File: config.mk
export PLATFORM = sky130hd
export DESIGN_NAME = tmc_timer_top
export DESIGN_NICKNAME = d
export VERILOG_FILES = /design/src/design/tmc_pkg.sv /design/src/design/tmc_pin_edge.sv /design/src/design/tmc_prescaler.sv /design/src/design/tmc_timer_top.sv
export SDC_FILE = /design/constraint.sdc
export NUM_CORES = 1
export LEC_CHECK = 0
export BUFFER_PORTS_ARGS = -buffer_cell sky130_fd_sc_hd__buf_2
export CAP_MARGIN = 10
export CORE_MARGIN = 10
export CORE_UTILIZATION = 62
export DETAILED_ROUTE_END_ITERATION = 8
export PLACE_DENSITY_LB_ADDON = 0.1
export SLEW_MARGIN = 30
export SYNTH_ARGS = -nofsm -noshare
export SYNTH_HDL_FRONTEND = slang
export SYNTH_HIERARCHICAL = 1
export SYNTH_SLANG_ARGS = --single-unit
File: constraint.sdc
create_clock -name i_core_clk -period 9.23 [get_ports i_core_clk]
set_clock_uncertainty 0.05 [all_clocks]
set_input_delay 0 -clock i_core_clk [delete_from_list [all_inputs] [get_ports i_core_clk]]
set_output_delay 0 -clock i_core_clk [all_outputs]
set_load 0.03 [all_outputs]
File: src/design/tmc_pkg.sv
// constants and types shared by the three-timer block
package tmc_pkg;

  // ---------------------------------------------------------------
  // timer instances
  // ---------------------------------------------------------------
  localparam int NUM_TMR = 3;
  localparam int TMR_COMPACT = 0;
  localparam int TMR_STANDARD = 1;
  localparam int TMR_PERIODIC = 2;

  // ---------------------------------------------------------------
  // register map: address[6:5] picks the timer, address[4:2] the register
  // ---------------------------------------------------------------
  localparam int ADDR_W = 7;
  localparam int TSEL_LSB = 5;
  localparam int RSEL_LSB = 2;
  localparam logic [2:0] REG_CTRL0 = 3'h0;
  localparam logic [2:0] REG_CTRL1 = 3'h1;
  localparam logic [2:0] REG_CNT_LO = 3'h2;
  localparam logic [2:0] REG_CNT_HI = 3'h3;
  localparam logic [2:0] REG_CMPA_LO = 3'h4;
  localparam logic [2:0] REG_CMPA_HI = 3'h5;
  localparam logic [2:0] REG_PER_LO = 3'h6;
  localparam logic [2:0] REG_PER_HI = 3'h7;

  // ---------------------------------------------------------------
  // control fields and reset values
  // ---------------------------------------------------------------
  localparam int C0_PAUSE = 7;
  localparam int C0_CKSEL_LSB = 4;
  localparam int C0_ON = 3;
  localparam int C1_MODE_LSB = 6;
  localparam int C1_IO_LSB = 4;
  localparam int C1_OC = 3;
  localparam int C1_POL = 2;
  localparam int C1_CCLR = 0;
  localparam logic [7:0] C0_WMASK = 8'hf8;
  localparam logic [7:0] RST_CTRL = 8'h00;
  localparam logic [15:0] RST_WORD = 16'h0000;

  typedef enum logic [1:0] {
    MODE_CMP = 2'b00, MODE_CAP = 2'b01, MODE_PWM = 2'b10, MODE_TMR = 2'b11
  } tmc_mode_e;
  typedef enum logic [2:0] {
    CK_SYS4 = 3'h0, CK_SYS = 3'h1, CK_H16 = 3'h2, CK_H64 = 3'h3,
    CK_SUB0 = 3'h4, CK_SUB1 = 3'h5, CK_EXT_R = 3'h6, CK_EXT_F = 3'h7
  } tmc_cksel_e;
  typedef enum logic [1:0] {SP_IDLE = 2'b00, SP_RUN = 2'b01} tmc_pulse_e;

  localparam logic [1:0] IO_NONE = 2'b00;
  localparam logic [1:0] IO_LOW = 2'b01;
  localparam logic [1:0] IO_HIGH = 2'b10;
  localparam logic [1:0] IO_TOG = 2'b11;
  localparam logic [1:0] IO_INACT = 2'b00;
  localparam logic [1:0] IO_ACT = 2'b01;
  localparam logic [1:0] IO_PWM = 2'b10;
  localparam logic [1:0] IO_SINGLE = 2'b11;
  localparam logic [1:0] CAP_RISE = 2'b00;
  localparam logic [1:0] CAP_FALL = 2'b01;
  localparam logic [1:0] CAP_BOTH = 2'b10;

  // ---------------------------------------------------------------
  // clock ratios (high clock taken as the core clock)
  // ---------------------------------------------------------------
  localparam int CLK_HZ = 125_000_000;
  localparam int SUB_HZ = 32_768;
  localparam int SUB_DIV = CLK_HZ / SUB_HZ;
  localparam logic [11:0] SUB_LAST = 12'(SUB_DIV - 1);
  localparam int DIV_SYS4 = 4;
  localparam int DIV_H16 = 16;
  localparam int DIV_H64 = 64;

endpackage

File: src/design/tmc_pin_edge.sv
// synchroniser and edge detector for one timer input pin
`timescale 1ns/100ps
`default_nettype none
module tmc_pin_edge
  import tmc_pkg::*;
(
  input wire logic i_core_clk,
  input wire logic i_rst_n,
  input wire logic i_pin,
  output logic o_rise,
  output logic o_fall
);
  logic meta_q, sync_q, prev_q, rise_q, fall_q;
  logic rise_d, fall_d;

  // first stage feeds only the second stage
  always_comb begin
    rise_d = sync_q & ~prev_q;
    fall_d = ~sync_q & prev_q;
  end

  always_ff @(posedge i_core_clk or negedge i_rst_n) begin
    if (!i_rst_n) begin
      meta_q <= 1'b0;
      sync_q <= 1'b0;
      prev_q <= 1'b0;
      rise_q <= 1'b0;
      fall_q <= 1'b0;
    end else begin
      meta_q <= i_pin;
      sync_q <= meta_q;
      prev_q <= sync_q;
      rise_q <= rise_d;
      fall_q <= fall_d;
    end
  end

  assign o_rise = rise_q;
  assign o_fall = fall_q;
endmodule
`default_nettype wire

File: src/design/tmc_prescaler.sv
// shared divider making the internal count ticks
`timescale 1ns/100ps
`default_nettype none
module tmc_prescaler
  import tmc_pkg::*;
(
  input wire logic i_core_clk,
  input wire logic i_rst_n,
  output logic [3:0] o_tick
);
  logic [5:0] div_q, div_d;
  logic [11:0] sub_q, sub_d;
  logic [3:0] tick_q, tick_d;

  always_comb begin
    div_d = div_q + 6'h1;
    sub_d = (sub_q == SUB_LAST) ? 12'h000 : sub_q + 12'h001;
    tick_d[0] = div_q[1:0] == 2'(DIV_SYS4 - 1);
    tick_d[1] = div_q[3:0] == 4'(DIV_H16 - 1);
    tick_d[2] = div_q == 6'(DIV_H64 - 1);
    tick_d[3] = sub_q == SUB_LAST;
  end

  always_ff @(posedge i_core_clk or negedge i_rst_n) begin
    if (!i_rst_n) begin
      div_q <= 6'h00;
      sub_q <= 12'h000;
      tick_q <= 4'h0;
    end else begin
      div_q <= div_d;
      sub_q <= sub_d;
      tick_q <= tick_d;
    end
  end

  assign o_tick = tick_q;
endmodule
`default_nettype wire

File: src/design/tmc_timer_top.sv
// three timer modules behind one register slave
`timescale 1ns/100ps
`default_nettype none
module tmc_timer_top
  import tmc_pkg::*;
(
  input wire logic i_core_clk,
  input wire logic i_reset_n,
  input wire logic [ADDR_W-1:0] i_avs_address,
  input wire logic i_avs_read,
  input wire logic i_avs_write,
  input wire logic [31:0] i_avs_writedata,
  output logic [31:0] o_avs_readdata,
  output logic o_avs_waitrequest,
  input wire logic i_compact_ext_clock_pin,
  input wire logic i_standard_ext_clock_pin,
  input wire logic i_standard_capture_pin,
  input wire logic i_periodic_capture_pin,
  output logic o_compact_out_pin,
  output logic o_compact_out_inv_pin,
  output logic o_standard_out_pin,
  output logic o_standard_out_inv_pin,
  output logic o_periodic_out_signal,
  output logic [NUM_TMR-1:0] o_irq_a,
  output logic [NUM_TMR-1:0] o_irq_p
);
  // ---------------------------------------------------------------
  // reset release
  // ---------------------------------------------------------------
  logic rst_meta_q, rst_n_q;

  always_ff @(posedge i_core_clk or negedge i_reset_n) begin
    if (!i_reset_n) begin
      rst_meta_q <= 1'b0;
      rst_n_q <= 1'b0;
    end else begin
      rst_meta_q <= 1'b1;
      rst_n_q <= rst_meta_q;
    end
  end

  // ---------------------------------------------------------------
  // pins and count ticks
  // ---------------------------------------------------------------
  logic [3:0] pin_in, pin_rise, pin_fall, pre_tick;
  logic [NUM_TMR-1:0] clk_rise, clk_fall, cap_rise, cap_fall;

  assign pin_in = {i_periodic_capture_pin, i_standard_capture_pin,
                   i_standard_ext_clock_pin, i_compact_ext_clock_pin};

  for (genvar g = 0; g < 4; g++) begin : g_pin
    tmc_pin_edge u_edge (
      .i_core_clk(i_core_clk),
      .i_rst_n(rst_n_q),
      .i_pin(pin_in[g]),
      .o_rise(pin_rise[g]),
      .o_fall(pin_fall[g])
    );
  end

  // periodic timer has no external clock, compact no capture input
  assign clk_rise = {1'b0, pin_rise[1], pin_rise[0]};
  assign clk_fall = {1'b0, pin_fall[1], pin_fall[0]};
  assign cap_rise = {pin_rise[3], pin_rise[2], 1'b0};
  assign cap_fall = {pin_fall[3], pin_fall[2], 1'b0};

  tmc_prescaler u_pre (
    .i_core_clk(i_core_clk),
    .i_rst_n(rst_n_q),
    .o_tick(pre_tick)
  );

  function automatic logic pick_tick(input logic [2:0] sel, input logic [3:0] pt,
                                     input logic r, input logic f);
    logic t;
    case (tmc_cksel_e'(sel))
      CK_SYS4: t = pt[0];
      CK_SYS: t = 1'b1;
      CK_H16: t = pt[1];
      CK_H64: t = pt[2];
      CK_EXT_R: t = r;
      CK_EXT_F: t = f;
      default: t = pt[3];
    endcase
    return t;
  endfunction

  function automatic logic cap_edge(input logic [1:0] io, input logic r, input logic f);
    return (io == CAP_RISE && r) || (io == CAP_FALL && f) || (io == CAP_BOTH && (r || f));
  endfunction

  // ---------------------------------------------------------------
  // bus handshake: one wait cycle, then the answer
  // ---------------------------------------------------------------
  logic req, prep, wr_do, in_map;
  logic [1:0] tsel;
  logic [2:0] rsel;
  logic [7:0] wbyte;

  assign req = i_avs_read | i_avs_write;
  assign prep = req & o_avs_waitrequest;
  assign wr_do = i_avs_write & ~o_avs_waitrequest;
  assign tsel = i_avs_address[TSEL_LSB +: 2];
  assign rsel = i_avs_address[RSEL_LSB +: 3];
  assign in_map = tsel < 2'(NUM_TMR);
  assign wbyte = i_avs_writedata[7:0];

  // ---------------------------------------------------------------
  // timer state
  // ---------------------------------------------------------------
  logic [7:0] ctrl0_q [NUM_TMR], ctrl0_d [NUM_TMR];
  logic [7:0] ctrl1_q [NUM_TMR], ctrl1_d [NUM_TMR];
  logic [7:0] buf_q [NUM_TMR], buf_d [NUM_TMR];
  logic [15:0] cnt_q [NUM_TMR], cnt_d [NUM_TMR];
  logic [15:0] cmpa_q [NUM_TMR], cmpa_d [NUM_TMR];
  logic [15:0] per_q [NUM_TMR], per_d [NUM_TMR];
  tmc_pulse_e sp_q [NUM_TMR], sp_d [NUM_TMR];
  logic [NUM_TMR-1:0] on_prev_q, on_prev_d, lvl_q, lvl_d, pin_q, pin_d;
  logic [NUM_TMR-1:0] irq_a_q, irq_a_d, irq_p_q, irq_p_d;
  logic [1:0] pinb_q, pinb_d;
  logic [31:0] rdata_q, rdata_d;
  logic wait_d;

  always_comb begin
    logic sel, on, on_rise, single, trig, run, a_hit, p_hit, m_a, m_p, cap, act, lvl;
    logic [1:0] io;
    tmc_mode_e mode;
    sel = 1'b0;
    on = 1'b0;
    on_rise = 1'b0;
    single = 1'b0;
    trig = 1'b0;
    run = 1'b0;
    a_hit = 1'b0;
    p_hit = 1'b0;
    m_a = 1'b0;
    m_p = 1'b0;
    cap = 1'b0;
    act = 1'b0;
    lvl = 1'b0;
    io = 2'b00;
    mode = MODE_CMP;
    wait_d = ~prep;
    rdata_d = rdata_q;
    if (prep && i_avs_read && !in_map) begin
      rdata_d = 32'h0000_0000;
    end
    for (int t = 0; t < NUM_TMR; t++) begin
      ctrl0_d[t] = ctrl0_q[t];
      ctrl1_d[t] = ctrl1_q[t];
      buf_d[t] = buf_q[t];
      cnt_d[t] = cnt_q[t];
      cmpa_d[t] = cmpa_q[t];
      per_d[t] = per_q[t];
      sp_d[t] = sp_q[t];
      sel = in_map && (tsel == 2'(t));
      mode = tmc_mode_e'(ctrl1_q[t][C1_MODE_LSB +: 2]);
      io = ctrl1_q[t][C1_IO_LSB +: 2];
      on = ctrl0_q[t][C0_ON];
      on_rise = on && !on_prev_q[t];
      on_prev_d[t] = on;
      single = (t == TMR_STANDARD) && (mode == MODE_PWM) && (io == IO_SINGLE);
      trig = single && on && clk_rise[t] && (sp_q[t] == SP_IDLE);
      run = on && !ctrl0_q[t][C0_PAUSE] && (!single || sp_q[t] == SP_RUN) &&
            pick_tick(ctrl0_q[t][C0_CKSEL_LSB +: 3], pre_tick, clk_rise[t], clk_fall[t]);
      a_hit = cnt_q[t] == cmpa_q[t];
      p_hit = (t == TMR_PERIODIC) ? (cnt_q[t] == per_q[t]) :
              (cnt_q[t] == {per_q[t][15:8], 8'hff});
      m_a = run && a_hit && (mode != MODE_CAP);
      m_p = run && p_hit && (mode != MODE_CAP);
      cap = on && (mode == MODE_CAP) && cap_edge(io, cap_rise[t], cap_fall[t]);
      irq_a_d[t] = m_a || cap;
      irq_p_d[t] = m_p;
      if (on_rise || trig) begin
        cnt_d[t] = 16'h0000;
      end else if (run) begin
        if (ctrl1_q[t][C1_CCLR] ? m_a : m_p) begin
          cnt_d[t] = 16'h0000;
        end else begin
          cnt_d[t] = cnt_q[t] + 16'h0001;
        end
      end
      if (cap) begin
        cmpa_d[t] = cnt_q[t];
      end
      if (!single) begin
        sp_d[t] = SP_IDLE;
      end else if (trig) begin
        sp_d[t] = SP_RUN;
      end else if (m_a) begin
        sp_d[t] = SP_IDLE;
      end
      // output level before polarity; timer and capture modes hold it
      lvl = lvl_q[t];
      act = 1'b0;
      case (mode)
        MODE_CMP: begin
          if (on_rise) begin
            lvl = ctrl1_q[t][C1_OC];
          end else if (m_a) begin
            case (io)
              IO_LOW: lvl = 1'b0;
              IO_HIGH: lvl = 1'b1;
              IO_TOG: lvl = ~lvl_q[t];
              default: lvl = lvl_q[t];
            endcase
          end
        end
        MODE_PWM: begin
          case (io)
            IO_INACT: act = 1'b0;
            IO_ACT: act = 1'b1;
            IO_PWM: act = on && (cnt_q[t] < cmpa_q[t]);
            default: act = sp_q[t] == SP_RUN;
          endcase
          lvl = act ? ctrl1_q[t][C1_OC] : ~ctrl1_q[t][C1_OC];
        end
        default: lvl = lvl_q[t];
      endcase
      lvl_d[t] = lvl;
      pin_d[t] = lvl ^ ctrl1_q[t][C1_POL];
      // register writes take effect at the answer edge
      if (wr_do && sel) begin
        case (rsel)
          REG_CTRL0: ctrl0_d[t] = wbyte & C0_WMASK;
          REG_CTRL1: ctrl1_d[t] = wbyte;
          REG_CMPA_LO, REG_PER_LO: buf_d[t] = wbyte;
          REG_CMPA_HI: cmpa_d[t] = {wbyte, buf_q[t]};
          REG_PER_HI: per_d[t] = {wbyte, buf_q[t]};
          default: buf_d[t] = buf_q[t];
        endcase
      end
      // reads latch the low byte at the same edge the high byte is sampled
      if (prep && i_avs_read && sel) begin
        case (rsel)
          REG_CTRL0: rdata_d = {24'h000000, ctrl0_q[t]};
          REG_CTRL1: rdata_d = {24'h000000, ctrl1_q[t]};
          REG_CNT_HI: begin
            rdata_d = {24'h000000, cnt_q[t][15:8]};
            buf_d[t] = cnt_q[t][7:0];
          end
          REG_CMPA_HI: begin
            rdata_d = {24'h000000, cmpa_q[t][15:8]};
            buf_d[t] = cmpa_q[t][7:0];
          end
          REG_PER_HI: begin
            rdata_d = {24'h000000, per_q[t][15:8]};
            buf_d[t] = per_q[t][7:0];
          end
          default: rdata_d = {24'h000000, buf_q[t]};
        endcase
      end
    end
    pinb_d = ~pin_d[1:0];
  end

  always_ff @(posedge i_core_clk or negedge rst_n_q) begin
    if (!rst_n_q) begin
      for (int t = 0; t < NUM_TMR; t++) begin
        ctrl0_q[t] <= RST_CTRL;
        ctrl1_q[t] <= RST_CTRL;
        buf_q[t] <= RST_CTRL;
        cnt_q[t] <= RST_WORD;
        cmpa_q[t] <= RST_WORD;
        per_q[t] <= RST_WORD;
        sp_q[t] <= SP_IDLE;
      end
      on_prev_q <= 3'h0;
      lvl_q <= 3'h0;
      pin_q <= 3'h0;
      irq_a_q <= 3'h0;
      irq_p_q <= 3'h0;
      pinb_q <= 2'h3;
      rdata_q <= 32'h0000_0000;
      o_avs_waitrequest <= 1'b1;
    end else begin
      ctrl0_q <= ctrl0_d;
      ctrl1_q <= ctrl1_d;
      buf_q <= buf_d;
      cnt_q <= cnt_d;
      cmpa_q <= cmpa_d;
      per_q <= per_d;
      sp_q <= sp_d;
      on_prev_q <= on_prev_d;
      lvl_q <= lvl_d;
      pin_q <= pin_d;
      irq_a_q <= irq_a_d;
      irq_p_q <= irq_p_d;
      pinb_q <= pinb_d;
      rdata_q <= rdata_d;
      o_avs_waitrequest <= wait_d;
    end
  end

  assign o_avs_readdata = rdata_q;
  assign o_compact_out_pin = pin_q[TMR_COMPACT];
  assign o_compact_out_inv_pin = pinb_q[TMR_COMPACT];
  assign o_standard_out_pin = pin_q[TMR_STANDARD];
  assign o_standard_out_inv_pin = pinb_q[TMR_STANDARD];
  assign o_periodic_out_signal = pin_q[TMR_PERIODIC];
  assign o_irq_a = irq_a_q;
  assign o_irq_p = irq_p_q;

  // ---------------------------------------------------------------
  // checks
  // ---------------------------------------------------------------
  logic hit_a0, hit_p2, on0, lo_wr0, cnthi_rd0;
  logic [7:0] cnt_lo0, buf0;
  logic [15:0] cmpa0;
  assign hit_a0 = cnt_q[0] == cmpa_q[0];
  assign hit_p2 = cnt_q[2] == per_q[2];
  assign on0 = ctrl0_q[0][C0_ON];
  assign cnt_lo0 = cnt_q[0][7:0];
  assign buf0 = buf_q[0];
  assign cmpa0 = cmpa_q[0];
  assign lo_wr0 = wr_do && tsel == 2'h0 && rsel == REG_CMPA_LO;
  assign cnthi_rd0 = prep && i_avs_read && tsel == 2'h0 && rsel == REG_CNT_HI;
endmodule
`default_nettype wire

==> flow_summary.json <==
{
  "place.gp.congestion": 0.915,
  "ys_seq_elements": 278,
  "area_delta_synth_final_pct": 11.3,
  "avgSynthCellArea_um2": 9.75,
  "row_count": 57,
  "grt_usage_pct": 25.6,
  "tightest_slew_ns": 1.05,
  "async_reset_ff_share_pct": 100,
  "switchingPower_w": 0.00110,
  "drtIter0Drc": 1122,
  "antenna_cells": 0,
  "cts_tree": "yes",
  "power_w": 0.00363,
  "drt-pass1-iter-count": 5,
  "grt_max_degree": 79,
  "hold_viol": 0,
  "vdd_drop_max_v": 0.000196,
  "antenna_found_initial": 0,
  "synth_edf_count": 0,
  "crit_type": "reg -> reg",
  "coreArea_um2": 24500,
  "cp_slowest_stage_delay_ns": 0.59,
  "switching_share_pct": 30.4,
  "start_util_pct": 63.5,
  "drc": 0,
  "final.setup.tns_ns": 0,
  "clkSinkCount": 278,
  "dieWidth_um": 178,
  "slowest_stage": "nor4_1",
  "cp-start-kind": "flop",
  "final_cells": 1969,
  "crit_fanout": 6,
  "critPathArrivalTime_ns": 3.54,
  "ys.flop_type": "dfrtp_1",
  "cp-end-kind": "flop",
  "critical_path_required_ns": 9.61,
  "synth.distinct_cells": 71,
  "wl_per_cell_um": 20.8,
  "place_inst": 1892,
  "timing.final.crit_share_pct": 34.3,
  "cts_buffer_depth": 3,
  "pwr_density_cell_nw_per_um2": 210,
  "cp_num_buf_inv": 0,
  "internal_power_w": 0.00253,
  "grt-ovfl-total": 0,
  "layout_commonest_cell": "dfrtp_1",
  "fin_nets": 1727,
  "maxClockFrequency_mhz": 316,
  "slew_headroom_pct": 29.9,
  "hold_class": "in -> reg",
  "syn_area_um2": 15500,
  "slew_violations": 0,
  "routed_via_density": 6.12,
  "hpwl_um": 27000,
  "netlist_instances": 1595,
  "cts_root_buf": "clkbuf_16",
  "ys_warn_count": 6,
  "via_count": 12000,
  "path_cells": "ha_1, nand4_1, nor4_1, a21boi_0, o311ai_0, a311oi_1, a221oi_2, xor2_1",
  "path_clk_slew_ns": 0.06,
  "final_cell_mix": "274 x dfrtp_1, 183 x nand2_1, 151 x o21ai_0",
  "cts_resized": 0,
  "drive_gt1_share_pct": 14.8,
  "die_h_um": 178,
  "clk_latency_ns": 0.56,
  "numCtsBuffers": 30,
  "pwr-share-clk_pct": 36.8,
  "setup-violations-final": 0,
  "grt_pass1_vias": 11700,
  "htreeDepth": 1,
  "leakagePower_nw": 8.23,
  "die-area_um2": 31800,
  "ioPinCount": 91,
  "io_buffers": 40,
  "grt_pass1_wl_um": 65000,
  "drv_cap": 0,
  "rsz0062_at_grt": "no",
  "status": "finished clean",
  "routed_wl_um": 41000,
  "yosysSeqAreaShare_pct": 44.8,
  "nFillCells": 1858,
  "power_frac_seq_pct": 44.0,
  "combinationalPowerShare_pct": 19.2,
  "period_minus_slack_ns": 3.17,
  "ant_nets": 0,
  "critPathTopFamily": "compound AO/OA/AOI/OAI gates"
}
## cells in the mapped netlist, types with 22 or more instances
cell        n  area (µm²)
o21ai_0   151         756
inv_1      78         293
xor2_1     60         526
dfrtp_1   275        6880
a22o_1     31         272
mux2i_1    88         881
a21oi_1    47         235
nor3_1     35         175
nor2_1    107         402
mux2_2     94        1060
buf_4      25         188
xnor2_1    27         236
ha_1       59         738
clkbuf_1   70         263
nand2_1   183         687
nor2b_1    22         138
nand4_1    24         150
nand3_1    32         160
## state kept, by name, indices dropped and copies added, names as in the netlist, 6 cells and up
register        cells
ctrl0_q            15
buf_q              16
cmpa0              16
u_pre/div_q         6
buf0                8
o_avs_readdata      8
per_q              48
u_pre/sub_q        12
ctrl1_q            24
cnt_lo0             8
cmpa_q             32
cnt_q              40
## per-stage QoR
step / utilization [%] / cell area (µm²) / hold slack [ns] / setup WS [ns]
after floorplan: - / 15600 / -0.346 / 0.864
after global placement: 65.0 / 15900 / -0.265 / 6.28
after detailed placement: 65.0 / 15900 / -0.262 / 6.23
after CTS: 70.3 / 17200 / 0.0165 / 6.17
after global routing: 70.7 / 17300 / 0.0228 / 5.97
final: 70.7 / 17300 / 0.0320 / 6.06
## cell families (layout without fill, tap and decap cells)
| kind of cell | after synthesis | after routing | share of synthesized area, % |
|---|---|---|---|
| adders and majority gates | 59 | 59 | 4.75 |
| xor gates and xnor gates | 87 | 87 | 4.90 |
| AOI/OAI and AO/OA | 314 | 314 | 12.6 |
| other | 2 | 25 | 0.0483 |
| buffers and inverters | 183 | 210 | 5.05 |
| and+or+nand+nor | 487 | 487 | 15.0 |
| DFF | 278 | 278 | 44.8 |
| muxes | 185 | 185 | 12.9 |
## path summary, 6_finish.rpt
| check | start | end | slack, ns | depth (start not counted) |
|---|---|---|---|---|
| setup / recovery | cnt_q[30] | pin_q[1] | 6.06 | 8 |
| hold / removal | i_compact_ext_clock_pin | g_pin[0].u_edge/meta_q | 0.03 | 2 |
| setup reg to reg | cnt_q[30] | pin_q[1] | 6.06 | 8 |
| hold reg to reg | rst_n_q | u_pre/sub_q[0] | 0.18 | 0 |
| max in group asynchronous | rst_n_q | o_avs_waitrequest | 7.64 | 3 |
| min in group asynchronous | rst_n_q | u_pre/sub_q[0] | 0.18 | 0 |
## cell type report
type,count,area (µm²),area share (%)
tap,324,405,2.34
sequential,278,6960,40.3
clock inverter,14,230,1.33
multi-input combinational,1157,7930,45.9
clock buffer,42,887,5.13
inverter,78,293,1.69
timing repair buffer,76,582,3.36
## metal layers
metal	wire (µm)	track usage [%]	part of all wire [%]
met3	2950	5.03	7.2
met4	959	6.72	2.3
met1	18000	35.5	44
met2	19000	40.2	46
met5	0	0	0
## power by group through the flow
stage | clock network (W) | registers [W] | logic (W)
after global placement | 0 | 0.00160 | 0.000640
after CTS | 0.00135 | 0.00159 | 0.000682
after floorplan | 0 | 0.00159 | 0.000483
final | 0.00134 | 0.00160 | 0.000697
after detailed placement | 0 | 0.00161 | 0.000672
after global routing | 0.00140 | 0.00162 | 0.000778
## what timing repair did
| item | CTS | global route |
|---|---|---|
| endpoints found under the setup margin | 0 | 0 |
| hold buffers | 18 | 0 |
| hold endpoints to repair | 94 | 0 |
| setup buffers | 0 | 0 |
Note: power is estimated with default switching activity, not from simulation.
